<file path="config.mk">
export PLATFORM = sky130hd
export DESIGN_NAME = psensor_cmd
export DESIGN_NICKNAME = d
export VERILOG_FILES = /design/src/psensor_pkg.sv /design/src/psensor_cmd.sv
export SDC_FILE = /design/constraint.sdc
export NUM_CORES = 1
export LEC_CHECK = 0
export BUFFER_PORTS_ARGS = -buffer_cell sky130_fd_sc_hd__buf_2
export CORE_MARGIN = 1.5
export CORE_UTILIZATION = 55
export DETAILED_ROUTE_END_ITERATION = 10
export GPL_TIMING_DRIVEN = 0
export PLACE_DENSITY_LB_ADDON = 0.08
export SETUP_SLACK_MARGIN = 0.02
export SLEW_MARGIN = 10
export SYNTH_ARGS = -nofsm -noshare
export SYNTH_HDL_FRONTEND = slang
export SYNTH_SLANG_ARGS = --single-unit
</file>
<file path="constraint.sdc">
create_clock -name CLK -period 2.1 [get_ports CLK]
set_input_delay 0.21 -clock CLK [delete_from_list [all_inputs] [get_ports CLK]]
set_output_delay 0.21 -clock CLK [all_outputs]
set_load 0.02 [all_outputs]
</file>
<file path="src/psensor_pkg.sv">
// Package: constants and carriers for the sensor command target.
// Assumes a single 200 MHz clock domain; bus pins are synchronised.
package psensor_pkg;
  localparam logic [6:0]  TARGET_ADDR  = 7'h76;
  localparam logic [7:0]  CMD_RESET    = 8'h1e;
  localparam logic [7:0]  CMD_READ_ADC = 8'h00;
  localparam logic [3:0]  CMD_CONVERSION_SELECT_BIT_HI  = 4'h4;
  localparam logic [3:0]  CMD_PROM_HI  = 4'ha;
  localparam int          CLK_MHZ      = 200;
  // Maximum conversion times in microseconds, one per ratio
  localparam int CONVERSION_SELECT_BIT_US [6] = '{560, 1100, 2170, 4320, 8610, 17200};
  localparam logic [23:0] RESULT_RESET = 24'h000000;
  localparam logic [2:0]  PROM_WORDS   = 3'h7;

  typedef enum logic [2:0] {
    ST_IDLE = 3'b000,
    ST_ADDR = 3'b001,
    ST_AACK = 3'b011,
    ST_WDAT = 3'b010,
    ST_WACK = 3'b110,
    ST_RDAT = 3'b111,
    ST_RACK = 3'b101,
    ST_SKIP = 3'b100
  } bus_state_e;

  typedef enum logic [1:0] {
    SRC_NONE = 2'h0,
    SRC_ADC  = 2'h1,
    SRC_PROM = 2'h2
  } read_src_e;

  typedef struct packed {
    logic [2:0] scl_sync;
    logic [2:0] sda_sync;
  } pins_s;

  typedef struct packed {
    pins_s       pins;
    bus_state_e  state;
    logic [7:0]  shift;
    logic [3:0]  bitcnt;
    logic        rw;
    read_src_e   src;
    logic [1:0]  bytes_left;
    logic [23:0] out_data;
    logic [2:0]  prom_idx;
    logic        prom_loaded;
    logic        busy;
    logic [22:0] conversion_select_bit_cnt;
    logic        conversion_select_bit_type;
    logic        conversion_select_bit_bad;
    logic [23:0] result;
    logic        result_valid;
    logic        sda_oe_n;
    logic        busy_out;
    logic        start_pulse;
    logic        meas_out;
  } state_s;
endpackage

</file>
<file path="src/psensor_cmd.sv">
// Command target for the pressure/temperature sensor on an I2C-style bus.
// Assumes SCL and SDA come from the host asynchronously; sampling 200 MHz.
// Contract
// - Respond at address 1110110, R/W bit last
// - One eight-bit command byte per write
// - Reset command reloads calibration words
// - Reset accepted at any time, restores state
// - 0x40..0x4A start pressure conversion, ratio
// - 0x50..0x5A start temperature conversion, ratio
// - Command 0x00 then read gives 24 bits
// - 0xA0..0xAC pick word by index bits
// - Seven sixteen-bit calibration words held
// - Calibration read returns 16 bits, MSB first
// - No conversion or repeated read gives zero
// - Read during conversion: zero, result corrupted
// - Busy until conversion finishes, then valid
// - Result 24 bits MSB first after ack
// - Only clock and shared data line used
module psensor_cmd #(
  parameter int          CONVERSION_SELECT_BIT_SCALE = 1,
  parameter logic [15:0] PROM_W0    = 16'h0000,
  parameter logic [15:0] PROM_W1    = 16'h1111,
  parameter logic [15:0] PROM_W2    = 16'h2222,
  parameter logic [15:0] PROM_W3    = 16'h3333,
  parameter logic [15:0] PROM_W4    = 16'h4444,
  parameter logic [15:0] PROM_W5    = 16'h5555,
  parameter logic [15:0] PROM_W6    = 16'h6666
) (
  input  wire logic        CLK,
  input  wire logic        RESET_N,
  input  wire logic        SCL,
  input  wire logic        SDA_IN,
  output logic             SDA_OE_N,
  output logic             CONVERSION_SELECT_BIT_BUSY,
  output logic             CONVERSION_SELECT_BIT_START,
  output logic             MEASURAND
);

  psensor_pkg::state_s     r;
  psensor_pkg::state_s     next_r;
  logic [15:0]             nvm [7];
  logic [15:0]             shadow [7];
  logic [22:0]             conversion_select_bit_cycles [6];
  logic                    scl_rise;
  logic                    scl_fall;
  logic                    start_cond;
  logic                    stop_cond;
  logic [23:0]             raw_sample;
  logic [7:0]              cmd;
  logic                    load_shadow;

  assign nvm[0] = PROM_W0;
  assign nvm[1] = PROM_W1;
  assign nvm[2] = PROM_W2;
  assign nvm[3] = PROM_W3;
  assign nvm[4] = PROM_W4;
  assign nvm[5] = PROM_W5;
  assign nvm[6] = PROM_W6;

  // Per-ratio conversion length in cycles
  for (genvar i = 0; i < 6; i++) begin : g_conversion_select_bit
    assign conversion_select_bit_cycles[i] = 23'(psensor_pkg::CONVERSION_SELECT_BIT_US[i]
                            * psensor_pkg::CLK_MHZ / CONVERSION_SELECT_BIT_SCALE);
  end

  // Calibration shadow registers, reloaded by the reset command
  for (genvar i = 0; i < 7; i++) begin : g_shadow
    always_ff @(posedge CLK or negedge RESET_N) begin
      if (!RESET_N) begin
        shadow[i] <= 16'h0000;
      end else if (load_shadow) begin
        shadow[i] <= nvm[i];
      end
    end
  end

  // Synchroniser taps read only from the second stage onward
  assign scl_rise   = r.pins.scl_sync[1] & ~r.pins.scl_sync[2];
  assign scl_fall   = ~r.pins.scl_sync[1] & r.pins.scl_sync[2];
  assign start_cond = r.pins.scl_sync[2] & r.pins.scl_sync[1]
                      & r.pins.sda_sync[2] & ~r.pins.sda_sync[1];
  assign stop_cond  = r.pins.scl_sync[2] & r.pins.scl_sync[1]
                      & ~r.pins.sda_sync[2] & r.pins.sda_sync[1];
  assign cmd        = r.shift;
  assign raw_sample = {r.conversion_select_bit_type, 3'h0, r.conversion_select_bit_cnt[19:0]};
  assign load_shadow = r.state == psensor_pkg::ST_WACK && scl_fall
                       && cmd == psensor_pkg::CMD_RESET;

  always_comb begin
    next_r = r;
    next_r.pins.scl_sync = {r.pins.scl_sync[1:0], SCL};
    next_r.pins.sda_sync = {r.pins.sda_sync[1:0], SDA_IN};
    next_r.start_pulse = 1'b0;
    // Conversion timer
    if (r.busy) begin
      if (r.conversion_select_bit_cnt == 23'h000000) begin
        next_r.busy = 1'b0;
        next_r.result = r.conversion_select_bit_bad ? 24'hffffff : raw_sample;
        next_r.result_valid = 1'b1;
      end else begin
        next_r.conversion_select_bit_cnt = r.conversion_select_bit_cnt - 23'h000001;
      end
    end
    case (r.state)
      psensor_pkg::ST_IDLE: begin
        next_r.sda_oe_n = 1'b1;
      end
      psensor_pkg::ST_ADDR, psensor_pkg::ST_WDAT: begin
        if (scl_rise) begin
          next_r.shift  = {r.shift[6:0], r.pins.sda_sync[2]};
          next_r.bitcnt = r.bitcnt + 4'h1;
        end
        if (scl_fall && r.bitcnt == 4'h8) begin
          next_r.bitcnt = 4'h0;
          if (r.state == psensor_pkg::ST_WDAT) begin
            next_r.state = psensor_pkg::ST_WACK;
            next_r.sda_oe_n = 1'b0;
          end else if (r.shift[7:1] == psensor_pkg::TARGET_ADDR) begin
            next_r.state = psensor_pkg::ST_AACK;
            next_r.rw = r.shift[0];
            next_r.sda_oe_n = 1'b0;
          end else begin
            next_r.state = psensor_pkg::ST_SKIP;
          end
        end
      end
      psensor_pkg::ST_AACK: begin
        if (scl_fall) begin
          if (r.rw) begin
            next_r.state = psensor_pkg::ST_RDAT;
            next_r.bytes_left = (r.src == psensor_pkg::SRC_PROM)
                                ? 2'h1 : 2'h2;
            if (r.src == psensor_pkg::SRC_ADC) begin
              // Busy, absent or repeated result reads as zero
              next_r.out_data = (r.busy || !r.result_valid)
                                ? psensor_pkg::RESULT_RESET
                                : r.result;
              if (!r.busy) begin
                // A finishing conversion keeps its valid flag
                next_r.result_valid = 1'b0;
              end
              next_r.conversion_select_bit_bad = r.busy;
            end else if (r.src == psensor_pkg::SRC_PROM) begin
              next_r.out_data = {shadow[r.prom_idx], 8'h00};
            end else begin
              next_r.out_data = psensor_pkg::RESULT_RESET;
            end
            next_r.src = psensor_pkg::SRC_NONE;
            // First bit leaves with the word it heads
            next_r.sda_oe_n = next_r.out_data[23];
          end else begin
            next_r.state = psensor_pkg::ST_WDAT;
            next_r.sda_oe_n = 1'b1;
          end
        end
      end
      psensor_pkg::ST_WACK: begin
        if (scl_fall) begin
          next_r.state = psensor_pkg::ST_SKIP;
          next_r.sda_oe_n = 1'b1;
          if (cmd == psensor_pkg::CMD_RESET) begin
            next_r.busy = 1'b0;
            next_r.result_valid = 1'b0;
            next_r.conversion_select_bit_bad = 1'b0;
            next_r.src = psensor_pkg::SRC_NONE;
            next_r.prom_loaded = 1'b1;
          end else if (cmd[7:4] == psensor_pkg::CMD_CONVERSION_SELECT_BIT_HI
                       || cmd[7:4] == 4'h5) begin
            if (!cmd[0] && cmd[3:1] < 3'h6) begin
              next_r.conversion_select_bit_type = cmd[4];
              next_r.conversion_select_bit_cnt = conversion_select_bit_cycles[cmd[3:1]];
              next_r.conversion_select_bit_bad = r.busy;
              next_r.busy = 1'b1;
              next_r.result_valid = 1'b0;
              next_r.start_pulse = 1'b1;
            end
          end else if (cmd == psensor_pkg::CMD_READ_ADC) begin
            next_r.src = psensor_pkg::SRC_ADC;
          end else if (cmd[7:4] == psensor_pkg::CMD_PROM_HI && !cmd[0]
                       && cmd[3:1] < psensor_pkg::PROM_WORDS) begin
            next_r.src = psensor_pkg::SRC_PROM;
            next_r.prom_idx = cmd[3:1];
          end
        end
      end
      psensor_pkg::ST_RDAT: begin
        if (scl_fall) begin
          next_r.bitcnt = r.bitcnt + 4'h1;
          next_r.out_data = {r.out_data[22:0], 1'b0};
          if (r.bitcnt == 4'h7) begin
            next_r.state = psensor_pkg::ST_RACK;
            next_r.bitcnt = 4'h0;
            next_r.sda_oe_n = 1'b1;
          end else begin
            next_r.sda_oe_n = r.out_data[22];
          end
        end
      end
      psensor_pkg::ST_RACK: begin
        if (scl_rise) begin
          next_r.rw = r.pins.sda_sync[2];
        end
        if (scl_fall) begin
          if (!r.rw && r.bytes_left != 2'h0) begin
            next_r.state = psensor_pkg::ST_RDAT;
            next_r.bytes_left = r.bytes_left - 2'h1;
            next_r.sda_oe_n = r.out_data[23];
          end else begin
            next_r.state = psensor_pkg::ST_SKIP;
          end
        end
      end
      psensor_pkg::ST_SKIP: begin
        next_r.sda_oe_n = 1'b1;
      end
      default: begin
        next_r.state = psensor_pkg::ST_IDLE;
        next_r.sda_oe_n = 1'b1;
      end
    endcase
    if (stop_cond) begin
      next_r.state = psensor_pkg::ST_IDLE;
      next_r.sda_oe_n = 1'b1;
    end
    if (start_cond) begin
      next_r.state = psensor_pkg::ST_ADDR;
      next_r.bitcnt = 4'h0;
      next_r.sda_oe_n = 1'b1;
    end
    next_r.busy_out = next_r.busy;
    next_r.meas_out = next_r.conversion_select_bit_type;
  end

  always_ff @(posedge CLK or negedge RESET_N) begin
    if (!RESET_N) begin
      r <= '0;
      r.pins.scl_sync <= 3'h7;
      r.pins.sda_sync <= 3'h7;
      r.sda_oe_n <= 1'b1;
      r.state <= psensor_pkg::ST_IDLE;
    end else begin
      r <= next_r;
    end
  end

  assign SDA_OE_N   = r.sda_oe_n;
  assign CONVERSION_SELECT_BIT_BUSY  = r.busy_out;
  assign CONVERSION_SELECT_BIT_START = r.start_pulse;
  assign MEASURAND  = r.meas_out;
endmodule // psensor_cmd

</file>
; ---- Yosys cells after proc, flatten, opt, wreduce, memory -nomap -nowiden
; Memory sizes are Yosys's and may differ from the RTL's.
; Index checks and enable logic that the tools add are counted.
[classes]
n_addsub = 3
n_mul = 0
div_mod_pow = 0
order_cmp = 4
n_eq_ne = 41
n_shift = 0
mux = 87
n_bitwise = 16
reduce_logical = 36
[ops]
columns = cell, count
row1 = $mux W24, 7
row2 = $mux W26, 3
row3 = $mux W23, 3
row4 = $mux W28, 2
row5 = $bmux W16 S3, 1
row6 = $pmux W24 S2, 1
row7 = $mux W3, 11
row8 = $mux W1, 32
row9 = $mux W16, 2
row10 = $ne A4 B4 Y1 const B, 8
row11 = $mux W25, 1
row12 = $logic_not A23 Y1, 1
row13 = $sub A23 B1 Y23 const B, 1
row14 = $mux W2, 11
row15 = $ne A2 B2 Y1 const B, 11
row16 = $reduce_and A7 Y1, 3
row17 = $mux W4, 4
row18 = $pmux W3 S5, 1
row19 = $reduce_and A5 Y1, 3
row20 = $eq A3 B3 Y1 const B, 4
row21 = $eq A4 B3 Y1 const B, 3
row22 = $reduce_and A6 Y1, 2
row23 = $reduce_bool A2 Y1, 5
row24 = $eq A4 B4 Y1 const B, 2
row25 = other kinds (33), 65
[word_totals]
reg_bits = 108
latch_bits = 0
ram_bits = 0
rom_bits = 184
input_bits = 4
word_cells = 208
n_memories = 1
[mem_list]
columns = name, words, width, read_ports, rd_clocked_by_memory_dff, wr, line
row1 = (name not given), 8, 23, 1, 0, 0, psensor_cmd.sv:171  ; next_r.conversion_select_bit_cnt = conversion_select_bit_cycles[cmd[3:1]];

; ---- Logic depth before layout (Yosys ltp)
[logic_depth]
depth_word = 11
mapped_depth = 8
ltp_nobuf = 7

; ---- Worst setup path before layout
; No wires, ideal clock.
[synth_timing]
path_type = flip-flop to flip-flop
startpoint = register r[36] (netlist bit)
endpoint = register r[17] (netlist bit)
t_arrival_ps = 1851
required_time_ps = 1982
path_slack_ps = 131
stages_incl_launch_ff = 7
path_buffers = 2
period_less_slack_ps = 1969
cell_sequence = dfrtp_1 > or4_4 > nor3b_4 > buf_6 > nand4_4 > buf_6 > a21o_1
[synth_via]
elab_chain_len = 2
[synth_lines]
columns = item, line
row1 = start: declaration, psensor_cmd.sv:39  ; psensor_pkg::state_s r;
row2 = start signal: assignment, psensor_cmd.sv:242  ; r <= next_r;
row3 = $logic_not A23 Y1, psensor_cmd.sv:96  ; if (r.conversion_select_bit_cnt == 23'h000000) begin
row4 = $reduce_and A2 Y1 (no source line), n/a
; No other way between the ends.
; A chain may end at the register's enable or synchronous reset.

; ---- Final worst setup path
[layout_timing]
startpoint = register r[36] (netlist bit)
endpoint = register r[20] (netlist bit)
; Same word-level chain as after synthesis.

==> metrics.csv <==
stage,metric,value,unit
detailed_routing,postRouteAntennaNets,0,
floorplan,start_util,0.5669,
worst_setup_path,cp.arrival,2.37,ns
clock_network,cts_tree,done,
detailed_routing,num_vias,4405,
sta,maxSlewViolCount,0,
finish,drive_gt1_frac,0.2053,
logic_synthesis,seq_area_frac_synth,0.4780,
floorplan,dieArea,10640,um2
clock_network,clkSlewWorstSetupHoldPaths,0.10,ns
detailed_routing,avgRoutedWirePerCell,17.48,um
pwr,p_per_area,570.3,nW/um2
worst_setup_path,startpoint_type,flop,
worst_setup_path,worst-path-buf-inv,2,
worst_setup_path,worst_ep_required_time,2.39,ns
finish,finish.instance_area,6301,um2
place,placed_cells,707,
sta,fin_crit_sh,0.9921,
detailed_routing,viasPerCell,5.937,
place,place_area,5751,um2
place,hpwl,8748,um
worst_setup_path,cp_max_fo,5,
finish,final_cell_mix,"dfrtp_1, nand2_1, nor2_1, o21ai_0, a21oi_1",
logic_synthesis,yosysTopAreaCell,dfrtp_1,
detailed_routing,firstDrtPassIters,5,
floorplan,core,9729,um2
logic_synthesis,synth_cells,566,
global_route,grt_pass1_wl,21090,um
worst_hold_path,worstHoldPathType,in -> async,
detailed_routing,drc_errors,0,
worst_setup_path,cp-end-kind,flop,
sta,rsz0062_at_grt,true,
sta,fin_worst_skew,0.009643,ns
finish,fin_util,0.6476,
clock_network,cts_buffers,9,
worst_setup_path,path_delay_family,simple AND/OR/NAND/NOR gates,
global_route,antenna_found_initial,0,
worst_setup_path,path_cells,or4_4 -> nor3b_4 -> buf_6 -> nand4_4 -> clkbuf_16 -> a21o_1,
sta,setup_tns,0,ns
place,port_buffers,7,
run_status,outcome,"finished, final reports clean",
worst_setup_path,critPathMaxStageDelay,0.57,ns
finish,final_common_cell,dfrtp_1,
pwr,leakage,3.044,nW
sta,slew_headroom,0.5864,
floorplan,die_h,103.1,um
logic_synthesis,ys_ff_latch,105,
place,gp_congestion,0.8209,
global_route,grt_overflow,0,
sta,setup_violations,0,
sta,max_freq,480.0,MHz
sta,tightest_slew,0.6151,ns
finish,num-nets-final,620,
logic_synthesis,synth_edf_count,0,
finish,final_cells,742,
pwr,vdd_drop_max,0.0004625,V
global_route,grt_max_degree,64,
logic_synthesis,yosysUniqueCellTypes,68,
floorplan,pin_count,8,
worst_setup_path,cp_slowest_cell,or4_4,
clock_network,clk_latency,0.39,ns
logic_synthesis,async_flop_share,1.000,
clock_network,htree_num_levels,3,
finish,area_growth_syn_to_layout,14.25,%
detailed_routing,totalWireLength,12970,um
clock_network,ctsLongestPathBuffers,2,
sta,hold_viol,0,
logic_synthesis,ys_warn_count,0,
job,maxCapViolCount,0,
logic_synthesis,syn_nets,582,
logic_synthesis,synth_area,5515,um2
logic_synthesis,ys.flop_type,dfrtp_1,
logic_synthesis,syn_avg_cell_area,9.744,um2
global_route,track_usage,0.2602,
worst_setup_path,regToRegSetupSlack,0.02,ns
global_route,grt_pass1_vias,4221,
sta,holdWs,0.3004,ns
logic_synthesis,synth.area.top_cells,"dfrtp_1, nand2_1, o21ai_0",
logic_synthesis,yosysTopAreaCellShare,0.4446,
worst_setup_path,worstSetupPathType,reg -> reg,
finish,n_antenna_cell,0,
clock_network,clkSinkCount,105,
detailed_routing,first_iter_violations,246,
clock_network,cts_root_buf,clkbuf_8,
sta,post-route-min-period,2.083,ns
floorplan,die_x,103.1,um
floorplan,rows,36,
[cells in the mapped netlist (3+ instances only)]
master / n
a211o_1: 14
a211oi_1: 4
a21boi_0: 3
a21o_1: 22
a21oi_1: 35
a221oi_1: 10
and2_1: 3
and3_1: 9
buf_2: 6
buf_6: 4
clkbuf_1: 21
dfrtp_1: 98
dfstp_2: 7
ha_1: 12
inv_1: 20
mux2_2: 11
mux2i_1: 4
nand2_1: 62
nand3_1: 11
nand3b_1: 4
nor2_1: 49
nor2b_1: 6
nor3_1: 10
nor4_1: 9
o211ai_1: 5
o21ai_0: 46
o31ai_1: 4
or2_2: 4
or3_1: 3
or4_1: 3
xnor2_1: 19
[layer usage]
| layer | vias to the layer above | wire length [um] | track usage |
|---|---|---|---|
| li1 | 2103 | - | - |
| met1 | 2181 | 5919 | 0.3463 |
| met2 | 94 | 6191 | 0.4109 |
| met3 | 27 | 513 | 0.05559 |
| met4 | 0 | 343 | 0.1164 |
| met5 | - | 0 | 0 |
[final timing paths]
path,from,end,cells past startpoint
min in group CLK,next_r[104]$_DFF_PN1_,next_r[105]$_DFF_PN1_,0
max in group asynchronous,RESET_N,SDA_OE_N$_DFFE_PN1P_,3
max,r[36]$_DFF_PN0_,r[20]$_DFFE_PN0P_,6
min reg2reg,next_r[104]$_DFF_PN1_,next_r[105]$_DFF_PN1_,0
max reg2reg,r[36]$_DFF_PN0_,r[20]$_DFFE_PN0P_,6
min,RESET_N,r[100]$_DFFE_PN0P_,2
[power by group]
| group | internal (mW) | total (mW) | switching [mW] | leakage, nW |
|---|---|---|---|---|
| sequential | 2.07 | 2.13 | 0.0670 | 1.43 |
| combinational | 0.102 | 0.278 | 0.176 | 1.52 |
| clock | 0.492 | 1.18 | 0.690 | 0.0932 |
| total | 2.66 | 3.59 | 0.932 | 3.04 |
[logic make-up (layout without fill, tap and decap cells)]
family / Yosys count / count (layout) / share of synthesized area
multiplexers: 15 / 15 / 0.02972
XOR/XNOR: 20 / 20 / 0.03176
AND/OR/NAND/NOR: 193 / 193 / 0.1856
adder cells (fa/ha/maj): 12 / 12 / 0.02722
AO/OA/AOI/OAI: 168 / 168 / 0.2046
flip-flops: 105 / 105 / 0.4780
buffers and inverters: 53 / 96 / 0.04310
[layout make-up]
| cell class | count | area (um2) |
|---|---|---|
| plain buffers | 31 | 180.2 |
| repair buffers | 29 | 272.8 |
| clock inverters | 3 | 15.01 |
| clock buffers | 13 | 158.9 |
| well taps | 133 | 166.4 |
| multi-input cells | 408 | 2791 |
| flip-flops and latches | 105 | 2641 |
| inverters | 20 | 75.07 |
| fillers | 819 | 3428 |
[what timing repair did]
action | CTS | global route
buffers inserted | 2 | 13
pin swaps | 2 | 22
gates cloned | 0 | 3
endpoints found under the hold margin | 38 | 0
setup endpoints to repair | 77 | 71
hold buffers | 3 | 0
gates resized for setup | 21 | 35
[through the flow]
step	setup WS, ns	power (mW)
2_1_floorplan	0.1314	2.317
3_3_place_gp	-0.3109	2.416
3_5_place_dp	-0.2938	2.437
4_1_cts	-0.00007505	3.610
5_1_grt	-0.04292	3.753
6_report	0.01665	3.593
[flip-flops by register name, summed over array words and instances (netlist names)]
register,flops
r,88
cmd,8
next_r,4
CONVERSION_SELECT_BIT_BUSY,1
CONVERSION_SELECT_BIT_START,1
MEASURAND,1
SDA_OE_N,1
shadow,1
No activity file was read; power rests on OpenSTA's default activity.
